`config.mk`:
```
export PLATFORM = sky130hd
export DESIGN_NAME = ee_config_loader
export DESIGN_NICKNAME = d
export VERILOG_FILES = /design/src/ee_loader_pkg.sv /design/src/ee_serial_engine.sv /design/src/ee_config_loader.sv
export SDC_FILE = /design/constraint.sdc
export NUM_CORES = 1
export LEC_CHECK = 0
export ABC_AREA = 1
export BUFFER_PORTS_ARGS = -buffer_cell sky130_fd_sc_hd__buf_2
export CAP_MARGIN = 20
export CELL_PAD_IN_SITES_DETAIL_PLACEMENT = 1
export CELL_PAD_IN_SITES_GLOBAL_PLACEMENT = 1
export CORE_MARGIN = 2
export CORE_UTILIZATION = 35
export CTS_BUF_LIST = sky130_fd_sc_hd__clkbuf_16
export CTS_CLUSTER_SIZE = 12
export DETAILED_ROUTE_END_ITERATION = 10
export PLACE_DENSITY_LB_ADDON = 0.1
export RECOVER_POWER = 25
export SLEW_MARGIN = 5
export SYNTH_ARGS = -nofsm -noshare
export SYNTH_HDL_FRONTEND = slang
export SYNTH_SLANG_ARGS = --single-unit
```
`constraint.sdc`:
```
create_clock -name clk -period 1.92 [get_ports clk]
set_input_delay 0.096 -clock clk [delete_from_list [all_inputs] [get_ports clk]]
set_output_delay 0.096 -clock clk [all_outputs]
set_load 0.05 [all_outputs]
```
`src/ee_loader_pkg.sv`:
```
// Summary of operation
// Size of the attached serial memory, 64 or 256 words, is found automatically.
// Every read and write starts with a start bit and two-bit command.
// Address field is six bits for 64 words, eight bits for 256 words.
// Memory answers a zero after the last address bit; used to detect width.
// Autonomous heartbeat windows; host memory and flash accesses are retried meanwhile.
// After reset the words 0h, 1h, 2h, Ah and Dh are loaded automatically.
// Modem flag, word Ah bit 0, adds words Bh, Ch, FBh, FCh, FDh, FEh.
// Card-bus systems must fit a 256-word memory holding card data.
// Heartbeat systems must fit a 256-word memory holding the packet.
// Station address from words 00h-02h, low byte is the odd-numbered byte.
// Checksum word sits at 3Fh or FFh by size, high byte in bits 15-8.
// Word 0Dh: high byte configuration pointer, low byte bus address and card pointer.
// Device identification comes from word 23h, high byte in bits 15-8.
// Words 40h-F7h belong to the alert agent, F8h-FEh to software.
// A flag in word Ah disables the expansion ROM window decode.
// After the dummy zero sixteen data bits follow, most significant first.
`default_nettype none
package ee_loader_pkg;
  localparam int CLK_HZ = 20000000;
  localparam int SK_HZ = 1250000;
  // Half period of the serial clock, rounded so the rate never exceeds SK_HZ
  localparam int SK_HALF_CYC = (CLK_HZ + 2 * SK_HZ - 1) / (2 * SK_HZ);
  localparam logic [3:0] SK_HALF_LAST = 4'(SK_HALF_CYC - 1);
  localparam logic [1:0] OP_READ = 2'h2;
  localparam logic [1:0] OP_WRITE = 2'h1;
  localparam logic [4:0] CMD_BITS = 5'h03;
  localparam logic [4:0] ADDR_BITS_SMALL = 5'h06;
  localparam logic [4:0] ADDR_BITS_LARGE = 5'h08;
  localparam logic [4:0] DATA_BITS = 5'h10;
  localparam logic [7:0] W_ADDR0 = 8'h00;
  localparam logic [7:0] W_ADDR2 = 8'h02;
  localparam logic [7:0] W_SIG = 8'h0a;
  localparam logic [7:0] W_PTRS = 8'h0d;
  localparam logic [7:0] W_DEVID = 8'h23;
  localparam logic [7:0] W_CSUM_SMALL = 8'h3f;
  localparam logic [7:0] W_CSUM_LARGE = 8'hff;
  localparam logic [7:0] ASF_FIRST = 8'h40;
  localparam logic [7:0] ASF_LAST = 8'hf7;
  localparam logic [7:0] SW_FIRST = 8'hf8;
  localparam logic [7:0] SW_LAST = 8'hfe;
  localparam int MODEM_BIT = 0;
  localparam int ROM_DIS_BIT = 1;
  localparam logic [3:0] LOAD_BASE_LAST = 4'h3;
  localparam logic [3:0] LOAD_FULL_LAST = 4'h9;

  typedef enum logic [2:0] {
    ST_PROBE = 3'b000,
    ST_PROBE_WAIT = 3'b001,
    ST_LOAD = 3'b010,
    ST_LOAD_WAIT = 3'b011,
    ST_IDLE = 3'b100,
    ST_XFER_WAIT = 3'b101
  } ctl_state_t;
endpackage
`default_nettype wire

```
`src/ee_serial_engine.sv`:
```
`default_nettype none
module ee_serial_engine (
  input wire logic clk,
  input wire logic reset,
  input wire logic start,
  input wire logic probe,
  input wire logic [1:0] op,
  input wire logic [7:0] addr,
  input wire logic [15:0] wdata,
  input wire logic wide,
  input wire logic ee_do,
  output logic ee_cs,
  output logic ee_sk,
  output logic ee_di,
  output logic busy,
  output logic done,
  output logic found_wide,
  output logic [15:0] rdata
);
  import ee_loader_pkg::*;

  logic [3:0] div_r;
  logic [4:0] cnt_r;
  logic [4:0] alen_r;
  logic [26:0] tx_r;
  logic probe_r;
  logic read_r;
  logic do_meta_r;
  logic do_s_r;
  logic tick;
  logic [4:0] cnt_nxt;

  assign tick = busy && (div_r == SK_HALF_LAST);
  assign cnt_nxt = cnt_r + 5'h01;
  assign ee_di = tx_r[26];

  always_ff @(posedge clk) begin
    do_meta_r <= ee_do;
    do_s_r <= do_meta_r;
  end

  always_ff @(posedge clk) begin
    if (reset || !busy || tick) begin
      div_r <= 4'h0;
    end else begin
      div_r <= div_r + 4'h1;
    end
  end

  always_ff @(posedge clk) begin
    done <= 1'b0;
    if (reset) begin
      busy <= 1'b0;
      ee_cs <= 1'b0;
      ee_sk <= 1'b0;
      cnt_r <= 5'h00;
      alen_r <= ADDR_BITS_LARGE;
      tx_r <= '0;
      probe_r <= 1'b0;
      read_r <= 1'b0;
      found_wide <= 1'b1;
      rdata <= 16'h0000;
    end else if (start && !busy) begin
      busy <= 1'b1;
      ee_cs <= 1'b1;
      ee_sk <= 1'b0;
      cnt_r <= 5'h00;
      probe_r <= probe;
      read_r <= (op == OP_READ);
      if (probe || wide) begin
        alen_r <= ADDR_BITS_LARGE;
        tx_r <= {1'b1, op, addr, wdata};
      end else begin
        alen_r <= ADDR_BITS_SMALL;
        tx_r <= {1'b1, op, addr[5:0], wdata, 2'b00};
      end
    end else if (tick) begin
      ee_sk <= !ee_sk;
      if (ee_sk) begin
        // Falling edge: take the answer of the bit just clocked, present the next
        cnt_r <= cnt_nxt;
        tx_r <= {tx_r[25:0], 1'b0};
        if (probe_r && cnt_nxt == CMD_BITS + ADDR_BITS_SMALL && !do_s_r) begin
          alen_r <= ADDR_BITS_SMALL;
          found_wide <= 1'b0;
        end
        if (probe_r && cnt_nxt == CMD_BITS + ADDR_BITS_LARGE && alen_r == ADDR_BITS_LARGE) begin
          found_wide <= 1'b1;
        end
        if (read_r && cnt_r >= CMD_BITS + alen_r) begin
          rdata <= {rdata[14:0], do_s_r};
        end
        if (cnt_nxt == CMD_BITS + alen_r + DATA_BITS) begin
          busy <= 1'b0;
          ee_cs <= 1'b0;
          done <= 1'b1;
        end
      end
    end
  end
endmodule // ee_serial_engine
`default_nettype wire

```
`src/ee_config_loader.sv`:
```
`default_nettype none
module ee_config_loader (
  input wire logic clk,
  input wire logic reset,
  input wire logic ee_do,
  output logic ee_cs,
  output logic ee_sk,
  output logic ee_di,
  input wire logic host_req,
  input wire logic host_is_flash,
  input wire logic host_write,
  input wire logic [7:0] host_addr,
  input wire logic [15:0] host_wdata,
  output logic host_retry,
  output logic host_done,
  output logic flash_go,
  output logic [15:0] rd_word,
  output logic addr_in_asf,
  output logic addr_in_sw,
  input wire logic hb_req,
  input wire logic [7:0] hb_addr,
  output logic hb_window,
  output logic hb_done,
  output logic load_done,
  output logic size_wide,
  output logic [47:0] station_address,
  output logic [15:0] image_signature_word,
  output logic modem_present,
  output logic exp_rom_disable,
  output logic [7:0] config_hb_pointer,
  output logic [7:0] smb_cis_pointer,
  output logic [15:0] subsys_ident_word,
  output logic [15:0] subsys_vendor_word,
  output logic [63:0] sw_words,
  output logic [15:0] device_ident,
  output logic [15:0] image_checksum,
  output logic [7:0] checksum_addr
);
  import ee_loader_pkg::*;

  ctl_state_t state_r;
  logic [3:0] idx_r;
  logic eng_start;
  logic eng_probe;
  logic [1:0] eng_op;
  logic [7:0] eng_addr;
  logic eng_busy;
  logic eng_done;
  logic eng_wide;
  logic [15:0] eng_rdata;
  logic [7:0] cur_addr_r;
  logic cur_read_r;
  logic cur_host_r;
  logic host_take;

  function automatic logic [7:0] load_word(input logic [3:0] i);
    case (i)
      4'h0: load_word = 8'h01;
      4'h1: load_word = W_ADDR2;
      4'h2: load_word = W_SIG;
      4'h3: load_word = W_PTRS;
      4'h4: load_word = 8'h0b;
      4'h5: load_word = 8'h0c;
      4'h6: load_word = 8'hfb;
      4'h7: load_word = 8'hfc;
      4'h8: load_word = 8'hfd;
      default: load_word = 8'hfe;
    endcase
  endfunction

  ee_serial_engine u_engine (
    .clk(clk),
    .reset(reset),
    .start(eng_start),
    .probe(eng_probe),
    .op(eng_op),
    .addr(eng_addr),
    .wdata(host_wdata),
    .wide(size_wide),
    .ee_do(ee_do),
    .ee_cs(ee_cs),
    .ee_sk(ee_sk),
    .ee_di(ee_di),
    .busy(eng_busy),
    .done(eng_done),
    .found_wide(eng_wide),
    .rdata(eng_rdata)
  );

  // Host gets through only when idle and no heartbeat window is open
  assign host_retry = host_req && (state_r != ST_IDLE || hb_window || hb_req);
  assign host_take = host_req && !host_retry;
  assign flash_go = host_take && host_is_flash;
  assign eng_probe = (state_r == ST_PROBE);
  assign eng_start = (state_r == ST_PROBE) || (state_r == ST_LOAD) ||
                     (state_r == ST_IDLE && ((hb_req && !hb_window) || (host_take && !host_is_flash)));
  assign eng_op = (state_r == ST_IDLE && !hb_req && host_write) ? OP_WRITE : OP_READ;
  assign eng_addr = (state_r == ST_PROBE) ? W_ADDR0 :
                    (state_r == ST_LOAD) ? load_word(idx_r) :
                    (hb_req ? hb_addr : host_addr);
  assign checksum_addr = size_wide ? W_CSUM_LARGE : W_CSUM_SMALL;

  always_ff @(posedge clk) begin
    if (reset) begin
      state_r <= ST_PROBE;
      idx_r <= 4'h0;
      load_done <= 1'b0;
      hb_window <= 1'b0;
      cur_addr_r <= 8'h00;
      cur_read_r <= 1'b1;
      cur_host_r <= 1'b0;
    end else begin
      case (state_r)
        ST_PROBE: begin
          cur_addr_r <= W_ADDR0;
          cur_read_r <= 1'b1;
          state_r <= ST_PROBE_WAIT;
        end
        ST_PROBE_WAIT: if (eng_done) begin
          state_r <= ST_LOAD;
        end
        ST_LOAD: begin
          cur_addr_r <= load_word(idx_r);
          state_r <= ST_LOAD_WAIT;
        end
        ST_LOAD_WAIT: if (eng_done) begin
          idx_r <= idx_r + 4'h1;
          if (idx_r == LOAD_FULL_LAST ||
              (idx_r == LOAD_BASE_LAST && !image_signature_word[MODEM_BIT])) begin
            state_r <= ST_IDLE;
            load_done <= 1'b1;
          end else begin
            state_r <= ST_LOAD;
          end
        end
        ST_IDLE: begin
          if (hb_req && !hb_window) begin
            hb_window <= 1'b1;
            cur_addr_r <= hb_addr;
            cur_read_r <= 1'b1;
            cur_host_r <= 1'b0;
            state_r <= ST_XFER_WAIT;
          end else if (hb_window && !hb_req) begin
            hb_window <= 1'b0;
          end else if (host_take && !host_is_flash) begin
            cur_addr_r <= host_addr;
            cur_read_r <= !host_write;
            cur_host_r <= 1'b1;
            state_r <= ST_XFER_WAIT;
          end
        end
        ST_XFER_WAIT: if (eng_done) begin
          state_r <= ST_IDLE;
        end
        default: state_r <= ST_PROBE;
      endcase
    end
  end

  always_ff @(posedge clk) begin
    if (reset) begin
      host_done <= 1'b0;
      hb_done <= 1'b0;
      rd_word <= 16'h0000;
      addr_in_asf <= 1'b0;
      addr_in_sw <= 1'b0;
    end else begin
      host_done <= eng_done && cur_host_r && state_r == ST_XFER_WAIT;
      hb_done <= eng_done && !cur_host_r && state_r == ST_XFER_WAIT;
      if (eng_done && cur_read_r) begin
        rd_word <= eng_rdata;
      end
      if (host_take) begin
        addr_in_asf <= host_addr >= ASF_FIRST && host_addr <= ASF_LAST && size_wide;
        addr_in_sw <= host_addr >= SW_FIRST && host_addr <= SW_LAST && size_wide;
      end
    end
  end

  // Captures every completed read of a known word, whoever asked for it
  always_ff @(posedge clk) begin
    if (reset) begin
      size_wide <= 1'b1;
      station_address <= 48'h0;
      image_signature_word <= 16'h0000;
      config_hb_pointer <= 8'h00;
      smb_cis_pointer <= 8'h00;
      subsys_ident_word <= 16'h0000;
      subsys_vendor_word <= 16'h0000;
      sw_words <= 64'h0;
      device_ident <= 16'h0000;
      image_checksum <= 16'h0000;
    end else if (eng_done && cur_read_r) begin
      if (state_r == ST_PROBE_WAIT) begin
        size_wide <= eng_wide;
      end
      case (cur_addr_r)
        W_ADDR0: station_address[15:0] <= eng_rdata;
        8'h01: station_address[31:16] <= eng_rdata;
        W_ADDR2: station_address[47:32] <= eng_rdata;
        W_SIG: image_signature_word <= eng_rdata;
        8'h0b: subsys_ident_word <= eng_rdata;
        8'h0c: subsys_vendor_word <= eng_rdata;
        W_PTRS: begin
          config_hb_pointer <= eng_rdata[15:8];
          smb_cis_pointer <= eng_rdata[7:0];
        end
        W_DEVID: device_ident <= {eng_rdata[15:8], eng_rdata[7:0]};
        8'hfb: sw_words[15:0] <= eng_rdata;
        8'hfc: sw_words[31:16] <= eng_rdata;
        8'hfd: sw_words[47:32] <= eng_rdata;
        8'hfe: sw_words[63:48] <= eng_rdata;
        default: begin
        end
      endcase
      if (cur_addr_r == checksum_addr) begin
        image_checksum <= eng_rdata;
      end
    end
  end

  assign modem_present = image_signature_word[MODEM_BIT];
  assign exp_rom_disable = image_signature_word[ROM_DIS_BIT];
endmodule // ee_config_loader
`default_nettype wire

```
==> summary.md, run 1 <==
| Metric | Value |
|---|---|
| Share of cells above drive strength 1 | between 20% and 30% |
| Initial drt markers | about 520 |
| 1st-pass router iterations | 4 |
| Routed vias | 11674 |
| WS Path Type | flop to flop |
| Post-synth EDFFs | 0 |
| Status | finished, final reports clean |
| Fill count | 4237 |
| Final Hold Viols | 0 |
| Max Cap Viol | 0 |
| # rows | 68 |
| Vias in the first global route | between 10000 and 15000 |
| CTS tree | built |
| Root buf cell | clkbuf_16 |
| Int Power | approximately 12 mW |
| P per Cell Area | between 1000 and 1500 nW/µm² |
| Top-count cell post-synth | dfxtp_1 |
| Mapped cell area | 12400 µm² |
| Total GRT Usage | between 20% and 30% |
| Cell taking the most area after synthesis | dfxtp_1 |
| Placement Cell Area | 14300 µm² |
| # IOs | 285 |
| # diodes | 0 |
| Gpl congestion | between 0.8 and 0.9 |
| Clk pwr share | 37.4% |
| Via density | 5.08 |
| Grt peak-use layer | met2 |
| WP data arrival | 2.29 ns |
| Buffers on Ports | 278 |
| Number of remaining DRC errors | 0 |
| Core Area | roughly 35000 µm² |
| Clock sinks | 315 |
| Post-layout min period | around 1.8 ns |
| Top cells by count, synth | dfxtp_1 (315), a21oi_1 (247), o21ai_0 (241), nand2_1 (182), inv_1 (142) |
| Final setup skew | 0.0171 ns |
| Fin crit share | 95.8% |
| Switching pwr | around 5.3 mW |
| CP Data Required Time | 2.37 ns |
| DP Worst Slack | -0.0488 ns |
| Relative max-transition margin | between 50% and 60% |
| Largest net degree at the start of global routing | 137 |
| Yosys warning total | 0 |
| Leakage | 7.25 nW |
| Post-DRT Antenna Nets | 0 |
| Cell count after synthesis | 1552 |
| Largest cells by area after synthesis | dfxtp_1 (51%), a21oi_1 (10%), o21ai_0 (9.8%) |
| Met2 Track Usage GR | 37.7% |
| Share of the synthesized area in the top cell type | roughly half |
| First-pass GRT wire length | roughly 65 mm |
| Starting density of the core | 35.7% |
| Worst-Skew Late Latency | 0.53 ns |
| Total Wirelength | approximately 42 mm |
| Worst slew pin tran | 0.721 ns |
| Seq/Total Area, Yosys | 51.0% |
| Die H | 192 µm |
| Deepest clock path buffer count | 3 |
| Hold Crit Class | primary input to flop |
| Syn Area/Cell | 7.96 µm² |
| Crit-path max FO | 16 |
| Combinational share of power | 20.7% |
| Synth Register Bits | between 300 and 400 |
| Die ar. | roughly 37000 µm² |
| Total grt overflow | 0 |
| Routed wire per std cell | between 15 and 20 µm |
| Met1 Track Usage GR | 29.3% |
| Slew Viols, Final | 0 |
| CP endpoint kind | flop |
| Max VDD drop | 0.000567 V |
| Chip Width | 192 µm |
| RSZ-0062 raised after global routing | true |
| Final WS setup | 0.0806 ns |
| Initial antenna violation count | 0 |
| # setup viols final | 0 |
| F_max | between 500 and 600 MHz |
| Reg clk slew, reported paths | 0.06 ns |
| Worst Setup Start Kind | flop |
| Met3 GRT Util | under 10% |
| H-tree depth | 2 |
| HPWL Detailed | 28.8 mm |
| Fraction of registers with async set or reset after synthesis | 0% |
| Nets | roughly 1900 |
| Total CTS buffers | 37 |
| Sequential power share | around two fifths |
| Switch share | 30.7% |
| Post-synth top flop | dfxtp_1 |
| Area grow syn2layout | 27.6% |
| Finished layout cell area | 15800 µm² |
| Netlist cell types | 44 |
## cells by family (layout without fill, tap and decap cells)
kind of cell	Yosys count	in the layout	share of synthesized area [%]
buffers and inverters	278	563	9.47
XOR/XNOR	6	6	0.425
AND/OR/NAND/NOR	389	389	14.1
adder cells (fa/ha/maj)	15	15	1.52
other	1	6	0.0303
AO/OA/AOI/OAI	548	548	23.4
flip-flops	315	315	51.0
## final timing paths
path                            from                 to  slack [ns]  cells past startpoint
setup / recovery  u_engine.alen_r[2]  u_engine.rdata[8]        0.08                     10
hold / removal              host_req         addr_in_sw        0.03                      4
setup reg to reg  u_engine.alen_r[2]  u_engine.rdata[8]        0.08                     10
hold reg to reg   u_engine.do_meta_r    u_engine.do_s_r        0.32                      0
## timing repair
action	in CTS	in global routing
buffers inserted	0	10
hold endpoints to repair	7	0
setup endpoints to repair	1	118
gates cloned	0	2
pin swaps	0	10
hold buffers	7	0
resized for setup	1	46
## power by group through the flow
stage / registers (mW) / logic [mW] / clock network (mW)
CTS: 7.23 / 3.20 / 6.63
floorplan: 7.38 / 2.26 / 0
finish: 7.25 / 3.59 / 6.48
detailed placement: 7.36 / 3.16 / 0
global placement: 7.34 / 3.10 / 0
global route: 7.30 / 4.07 / 6.91
## cells in the final DEF (no fill, tap or decap), drive strengths merged, types with 4 or more instances in the layout
cell	instances
o211ai	7
a31o	4
dfxtp	315
or2	7
nor3	10
clkbuf	53
buf	325
nor2	83
o21ai	248
clkinv	19
a21oi	247
dlygate4sd3	7
a211oi	32
inv	158
nand4	9
nand2	190
ha	15
nand3	86
conb	6
## state kept, by name, summed over array words and instances (netlist names), 2 cells and up, named ones only
register and flops:
config_hb_pointer 8, station_address 48, device_ident 16, sw_words 64, cur_addr_r 8, image_signature_word 16, u_engine.rdata 16, rd_word 16
idx_r 4, u_engine.div_r 4, u_engine.tx_r 27, image_checksum 16, smb_cis_pointer 8, subsys_vendor_word 16, subsys_ident_word 16, state_r 3
u_engine.cnt_r 5, u_engine.alen_r 2
## per-stage QoR
stage	hold slack [ns]	power [mW]	setup TNS (ns)	instances	utilization (%)
detailed placement	0.232	10.5	-0.0488	2214	41.4
CTS	0.00666	17.1	0	2285	44.8
global placement	0.229	10.4	0	2214	41.4
floorplan	0.124	9.64	0	1557	-
global route	0.0734	18.3	-0.341	2297	45.5
finish	0.0264	17.3	0	2297	45.5
## layer usage
metal	up-vias	wire length (µm)	share of wire [%]
met5	-	0	0
met4	0	847	2.0
met3	58	2530	6.0
met2	245	19900	47
met1	5651	19100	45
li1	5720	-	-
## critical path, stage by stage, from the launching register on
cell and delay (ns):
dfxtp_2 0.33, inv_2 0.05, ha_4 0.24, ha_1 0.28
a21oi_2 0.13, nor2_1 0.06, o211ai_2 0.18, buf_4 0.15
buf_12 0.13, o21ai_1 0.06, a21oi_1 0.16
## area by class of cell
cell class	count	area, µm²	area share, %
clock inverter	26	159	1.01
multi-input combinational	964	5010	31.8
sequential	315	6320	40.1
timing repair buffer	347	2170	13.8
tap	455	569	3.61
clock buffer	38	951	6.03
inverter	152	578	3.67
Power figures use the tool's default switching activity.
==> inputs of run 2 (changes only) <==
CORE_UTILIZATION = 42   (was 35)
clock period = 2.4 ns   (was 1.92 ns; I/O delays follow)
==> summary.md, run 2 (synthesis results as in run 1) <==
| Metric | Value |
|---|---|
| Buffers on Ports | 278 (unchanged) |
| Most frequent cells in the layout | dfxtp_1 (315), a21oi_1 (247), o21ai_0 (241) (was dfxtp_1 (305), buf_2 (265), a21oi_1 (246)) |
| Total Wirelength | 40.0 mm (was 42.4 mm) |
| Crit-path max cell delay | 0.40 ns (was 0.33 ns) |
| RSZ-0062 raised after global routing | false (was true) |
| Max Cap Viol | 0 (unchanged) |
| WS Path Type | flop to flop (unchanged) |
| Area of the multi-input gates | 4910 µm² (was 5010 µm²) |
| Worst slew pin tran | 0.837 ns (was 0.721 ns) |
| Relative max-transition margin | 44.1% (was 51.9%) |
| # setup viols final | 0 (unchanged) |
| Total CTS buffers | 36 (was 37) |
| Final Hold Viols | 0 (unchanged) |
| Largest Register | sw_words (unchanged) |
| First-pass GRT wire length | 62.7 mm (was 65.1 mm) |
| Highest-delay cell along the critical path | dfxtp_1 (was dfxtp_2) |
| Vias in the first global route | 11437 (was 11627) |
| Worst Setup Start Kind | flop (unchanged) |
| Max FFs per register | 64 (unchanged) |
| TNS Setup | 0 ns (unchanged) |
| Max VDD drop | 0.000555 V (was 0.000567 V) |
| WHS | 0.0396 ns (was 0.0264 ns) |
| Status | finished, final reports clean (unchanged) |
| Routed wire per std cell | 18.3 µm (was 18.4 µm) |
| HPWL Detailed | 26.8 mm (was 28.8 mm) |
| Fill count | 3695 (was 4237) |
| Total grt overflow | 0 (unchanged) |
| 1st-pass router iterations | 5 (was 4) |
| Share of cells above drive strength 1 | 14.6% (was 24.5%) |
| Clock sinks | 315 (unchanged) |
| Gpl congestion | 0.820 (was 0.849) |
| Most common cell after layout, fill and taps aside | dfxtp_1 (unchanged) |
| Worst-Skew Late Latency | 0.52 ns (was 0.53 ns) |
| # diodes | 0 (unchanged) |
| Hold Crit Class | primary input to flop (unchanged) |
| Register area | 6310 µm² (was 6320 µm²) |
| P per Cell Area | 880 nW/µm² (was 1100 nW/µm²) |
| CP Data Required Time | 2.84 ns (was 2.37 ns) |
| Biggest regs | sw_words x64, station_address x48, u_engine.tx_r x27 (unchanged) |
| Crit-path max FO | 32 (was 16) |
| Largest net degree at the start of global routing | 162 (was 137) |
| Post-DRT Antenna Nets | 0 (unchanged) |
| Slew Viols, Final | 0 (unchanged) |
| Post-layout min period | 2.10 ns (was 1.84 ns) |
| Root buf cell | clkbuf_16 (unchanged) |
| CP endpoint kind | flop (unchanged) |
| F_max | 477 MHz (was 544 MHz) |
| Routed vias | 11476 (was 11674) |
| Die ar. | 30800 µm² (was 36800 µm²) |
| Area grow syn2layout | 19.9% (was 27.6%) |
| WP data arrival | 2.54 ns (was 2.29 ns) |
| Via density | 5.25 (was 5.08) |
| Final setup skew | 0.0247 ns (was 0.0171 ns) |
| Leakage | 6.44 nW (was 7.25 nW) |
| CTS tree | built (unchanged) |
| # rows | 62 (was 68) |
| Reg clk slew, reported paths | 0.06 ns (about the same) |
| Post_cts resized | 0 (was 1) |
| Fin crit share | 87.3% (was 95.8%) |
| Deepest clock path buffer count | 3 (unchanged) |
| # IOs | 285 (unchanged) |
| Die H | 176 µm (was 192 µm) |
| Initial antenna violation count | 0 (unchanged) |
| H-tree depth | 2 (unchanged) |
| Chip Width | 176 µm (was 192 µm) |
| Number of remaining DRC errors | 0 (unchanged) |
| Core Area | 28900 µm² (was 34600 µm²) |
| Nets | 1832 (was 1871) |
| Starting density of the core | 42.8% (was 35.7%) |
| Crit-path cells | inv_1 -> ha_1 -> ha_1 -> a21oi_1 -> nor2_1 -> o211ai_2 -> buf_12 -> o21ai_0 -> a21oi_1 (was inv_2 -> ha_4 -> ha_1 -> a21oi_2 -> nor2_1 -> o211ai_2 -> buf_4 -> buf_12 -> o21ai_1 -> a21oi_1) |
| Total GRT Usage | 25.4% (was 22.5%) |
| Initial drt markers | 784 (was 524) |
==> run 2: cell count changes in the layout (fill, tap and decap cells not counted), moves of 4 or more <==
cell / before / now
buf_12: 17 / 2
buf_2: 265 / 146
buf_4: 40 / 23
clkbuf_1: 12 / 132
clkbuf_16: 40 / 36
clkinv_1: 13 / 8
dfxtp_1: 305 / 315
dfxtp_2: 9 / 0
inv_1: 143 / 151
nand2_1: 178 / 182
nor2_1: 70 / 74
o21ai_0: 236 / 241
o21ai_1: 11 / 6
==> run 2: worst paths after layout <==
check             slack (ns)          startpoint  depth (start not counted)            endpoint
setup / recovery        0.30  u_engine.alen_r[2]                          9  u_engine.rdata[12]
hold / removal          0.04               reset                          3          cur_read_r
setup reg to reg        0.30  u_engine.alen_r[2]                          9  u_engine.rdata[12]
hold reg to reg         0.34  u_engine.do_meta_r                          0     u_engine.do_s_r
==> run 2: routing by layer <==
metal  wire [µm]  share of wire, %  GRT usage (%)  vias to the layer above
met5           0                 0              0                        -
met2       18800                47           43.0                      274
met3        2440               6.1           5.93                       64
met4        1180               3.0           7.75                        0
met1       17500                44           32.3                     5498
li1            -                 -              -                     5640
==> run 2: critical path: cells and delay by family (launching register included) <==
kind                       cells  cell delay [ns]
adders and majority gates      2             0.64
AOI/OAI and AO/OA              4             0.63
DFF                            1             0.40
buffers and inverters          2             0.29
and+or+nand+nor                1             0.08
==> run 2: final cells by class <==
| cell class | count | area share [%] |
|---|---|---|
| repair buffers | 309 | 10.1 |
| multi-input cells | 964 | 33.1 |
| flip-flops and latches | 315 | 42.6 |
| clock buffers | 36 | 6.08 |
| well taps | 384 | 3.24 |
| clock inverters | 25 | 0.988 |
| inverters | 152 | 3.88 |
==> run 2: through the flow <==
| stage | worst slack [ns] | cell area [µm²] | utilization [%] | instances | power, mW |
|---|---|---|---|---|---|
| 2_1_floorplan | 0.363 | 12400 | - | 1557 | 7.71 |
| 3_3_place_gp | 0.478 | 13900 | 48.1 | 2118 | 8.12 |
| 3_5_place_dp | 0.400 | 13900 | 48.1 | 2118 | 8.19 |
| 4_1_cts | 0.322 | 15000 | 51.9 | 2185 | 13.1 |
| 5_1_grt | 0.0752 | 14800 | 51.3 | 2185 | 13.7 |
| 6_report | 0.304 | 14800 | 51.3 | 2185 | 13.0 |
==> run 2: where the power goes <==
group	leakage (nW)	switching (mW)	internal (mW)	total, mW
registers	2.54	0.233	5.54	5.77
logic	3.34	1.61	0.700	2.31
clock network	0.549	2.13	2.82	4.95
total	6.44	3.97	9.07	13.0
==> run 2: repair_timing <==
action	CTS	global route
hold buffers	6	0
buffers inserted	0	0
endpoints found under the hold margin	5	0
==> inputs of run 3 (changes only) <==
--- a/constraint.sdc
+++ b/constraint.sdc
@@ -3,2 +3,2 @@
 set_output_delay 0.12 -clock clk [all_outputs]
-set_load 0.05 [all_outputs]
+set_load 0.1 [all_outputs]
==> summary.md, run 3 (synthesis results as in run 1) <==
| Metric | Value |
|---|---|
| Status | finished, final reports clean (unchanged) |
| Final Hold Viols | 0 (unchanged) |
| Vias in the first global route | 11681 (was 11437) |
| Starting density of the core | 42.8% (unchanged) |
| Register area | 6310 µm² (about the same) |
| WS Path Type | flop to flop (unchanged) |
| Crit-path max cell delay | 0.55 ns (was 0.40 ns) |
| CTS tree | built (unchanged) |
| Via density | 5.23 (was 5.25) |
| TNS Setup | 0 ns (unchanged) |
| Biggest regs | sw_words x64, station_address x48, u_engine.tx_r x27 (unchanged) |
| Total Wirelength | 40.0 mm (about the same) |
| Nets | 1838 (was 1832) |
| Max Cap Viol | 0 (unchanged) |
| Die ar. | 30800 µm² (unchanged) |
| Sequential power share | 43.0% (was 44.3%) |
| Total CTS buffers | 36 (unchanged) |
| Fill count | 3656 (was 3695) |
| Buffers on Ports | 278 (unchanged) |
| Max FFs per register | 64 (unchanged) |
| Slew Viols, Final | 0 (unchanged) |
| Most used cell, CP | nand2_1 |
| Highest-delay cell along the critical path | dlygate4sd3_1 (was dfxtp_1) |
| R2r setup slk | 0.25 ns (was 0.30 ns) |
| Hold_sp | host_wdata[4] (was reset) |
| Finished layout cell area | 14900 µm² (was 14800 µm²) |
| Gpl congestion | 0.814 (was 0.820) |
| R2R depth | 10 (was 9) |
| # setup viols final | 0 (unchanged) |
| Crit-path cells | inv_1 -> ha_2 -> clkinv_1 -> nand2_1 -> inv_1 -> nand2_1 -> nand2_1 -> o21ai_0 -> nand3_1 -> dlygate4sd3_1 (was inv_1 -> ha_1 -> ha_1 -> a21oi_1 -> nor2_1 -> o211ai_2 -> buf_12 -> o21ai_0 -> a21oi_1) |
| Worst R2R Start | hb_window (was u_engine.alen_r[2]) |
| WHS Endpoint | u_engine.tx_r[6] (was cur_read_r) |
| Int Power | 9.28 mW (was 9.07 mW) |
| Clock sinks | 315 (unchanged) |
| Largest net degree at the start of global routing | 129 (was 162) |
| Reg-to-Reg End | cur_read_r (was u_engine.rdata[12]) |
| Placement Cell Area | 13900 µm² (about the same) |
| Combinational share of power | 18.4% (was 17.7%) |
| Initial drt markers | 655 (was 784) |
| WHS | 0.0541 ns (was 0.0396 ns) |
| Reg clk slew, reported paths | 0.06 ns (about the same) |
| Total GRT Usage | 25.5% (was 25.4%) |
| Worst-Skew Late Latency | 0.51 ns (was 0.52 ns) |
| Max VDD drop | 0.000457 V (was 0.000555 V) |
| Most common cell after layout, fill and taps aside | dfxtp_1 (unchanged) |
| Final WS setup | 0.246 ns (was 0.304 ns) |
| Chip Width | 176 µm (unchanged) |
| Most frequent cells in the layout | dfxtp_1 (314), a21oi_1 (247), o21ai_0 (241) (was dfxtp_1 (315), a21oi_1 (247), o21ai_0 (241)) |
| HPWL Detailed | 27.0 mm (was 26.8 mm) |
| Die H | 176 µm (unchanged) |
| Total grt overflow | 0 (unchanged) |
| Crit-path max FO | 10 (was 32) |
| Post-layout min period | 2.15 ns (was 2.10 ns) |
| CP Data Required Time | 2.80 ns (was 2.84 ns) |
| 1st-pass router iterations | 4 (was 5) |
| WP depth | 10 (was 9) |
| Largest Register | sw_words (unchanged) |
| H-tree depth | 2 (unchanged) |
| F_max | 464 MHz (was 477 MHz) |
| Post-DRT Antenna Nets | 0 (unchanged) |
| Placed Cells | 2119 (was 2118) |
| Switching pwr | 4.15 mW (was 3.97 mW) |
| WP buf/inv | 4 (was 2) |
| Routed wire per std cell | 18.3 µm (about the same) |
| Final setup skew | 0.0106 ns (was 0.0247 ns) |
| Number of remaining DRC errors | 0 (unchanged) |
| # diodes | 0 (unchanged) |
| Hold Crit Class | primary input to flop (unchanged) |
| # IOs | 285 (unchanged) |
| First-pass GRT wire length | 63.3 mm (was 62.7 mm) |
| Core Area | 28900 µm² (unchanged) |
| Delay-heaviest family, CP | buffers and inverters (was adder cells) |
| Area grow syn2layout | 20.7% (was 19.9%) |
| Initial antenna violation count | 0 (unchanged) |
| Hold depth | 7 (was 3) |
| Leakage | 6.51 nW (was 6.44 nW) |
| Tot Pwr | 13.4 mW (was 13.0 mW) |
| WP data arrival | 2.55 ns (was 2.54 ns) |
| P per Cell Area | 900 nW/µm² (was 880 nW/µm²) |
| Root buf cell | clkbuf_16 (unchanged) |
| CP endpoint kind | flop (unchanged) |
| Worst slew pin tran | 1.29 ns (was 0.837 ns) |
| Finished Layout Cells | 2193 (was 2185) |
| Area of the multi-input gates | 4910 µm² (about the same) |
| Deepest clock path buffer count | 3 (unchanged) |
| Share of cells above drive strength 1 | 15.0% (was 14.6%) |
| Clk pwr share | 38.6% (was 38.0%) |
| # rows | 62 (unchanged) |
| Fin crit share | 89.8% (was 87.3%) |
| Routed vias | 11462 (was 11476) |
| Final core occ | 51.7% (was 51.3%) |
| DP Worst Slack | 0.397 ns (was 0.400 ns) |
| Switch share | 30.9% (was 30.4%) |
| Relative max-transition margin | 14.6% (was 44.1%) |
| Worst Setup Start Kind | flop (unchanged) |
==> run 3: cell count changes in the layout (fill, tap and decap cells not counted), moves of 2 or more <==
cell           previous run  this run
dlygate4sd3_1             6         8
inv_6                     2         4
buf_4                    23        27
inv_1                   151       153
clkinv_1                  8         6
==> run 3: power by group through the flow <==
stage	clock network [mW]	registers (mW)	logic, mW
after global routing	5.48	5.81	2.81
after floorplan	0	5.99	1.84
after detailed placement	0	5.89	2.43
after global placement	0	5.87	2.36
final	5.18	5.78	2.47
after CTS	5.30	5.78	2.46
==> run 3: layout make-up <==
| type | count | share of cell area (%) |
|---|---|---|
| clock buffers | 37 | 6.21 |
| clock inverters | 26 | 1.14 |
| inverters | 152 | 3.86 |
| multi-input cells | 964 | 32.9 |
| flip-flops and latches | 315 | 42.3 |
| well taps | 384 | 3.22 |
| repair buffers | 315 | 10.4 |
==> run 3: worst max path at each step <==
stage / startpoint / to / slack (ns)
global route: hb_window / cur_read_r / -0.04
floorplan: hb_window / cur_addr_r[5] / 0.0007
global placement: hb_window / cur_addr_r[0] / 0.48
finish: hb_window / cur_read_r / 0.25
detailed placement: u_engine.alen_r[2] / u_engine.rdata[9] / 0.40
CTS: hb_window / cur_read_r / 0.18
==> run 3: what timing repair did <==
| action | CTS | global route |
|---|---|---|
| setup buffers | 0 | 3 |
| hold buffers | 8 | 0 |
| resized for setup | 0 | 1 |
| setup endpoints to repair | 0 | 1 |
| endpoints found under the hold margin | 15 | 0 |
==> run 3: worst reg2reg max path, cell delays in order (launching register included) <==
cell,delay [ns]
dfxtp_1,0.35
inv_1,0.09
ha_2,0.27
clkinv_1,0.13
nand2_1,0.11
inv_1,0.07
nand2_1,0.13
nand2_1,0.09
o21ai_0,0.17
nand3_1,0.08
dlygate4sd3_1,0.56
==> run 3: metal layers <==
layer  routed length, µm  GRT usage, %  part of all wire (%)
met5                   0             0                     0
met4                1130          7.23                   2.8
met3                2290          5.93                   5.7
met2               19100          44.4                    48
met1               17500          31.6                    44
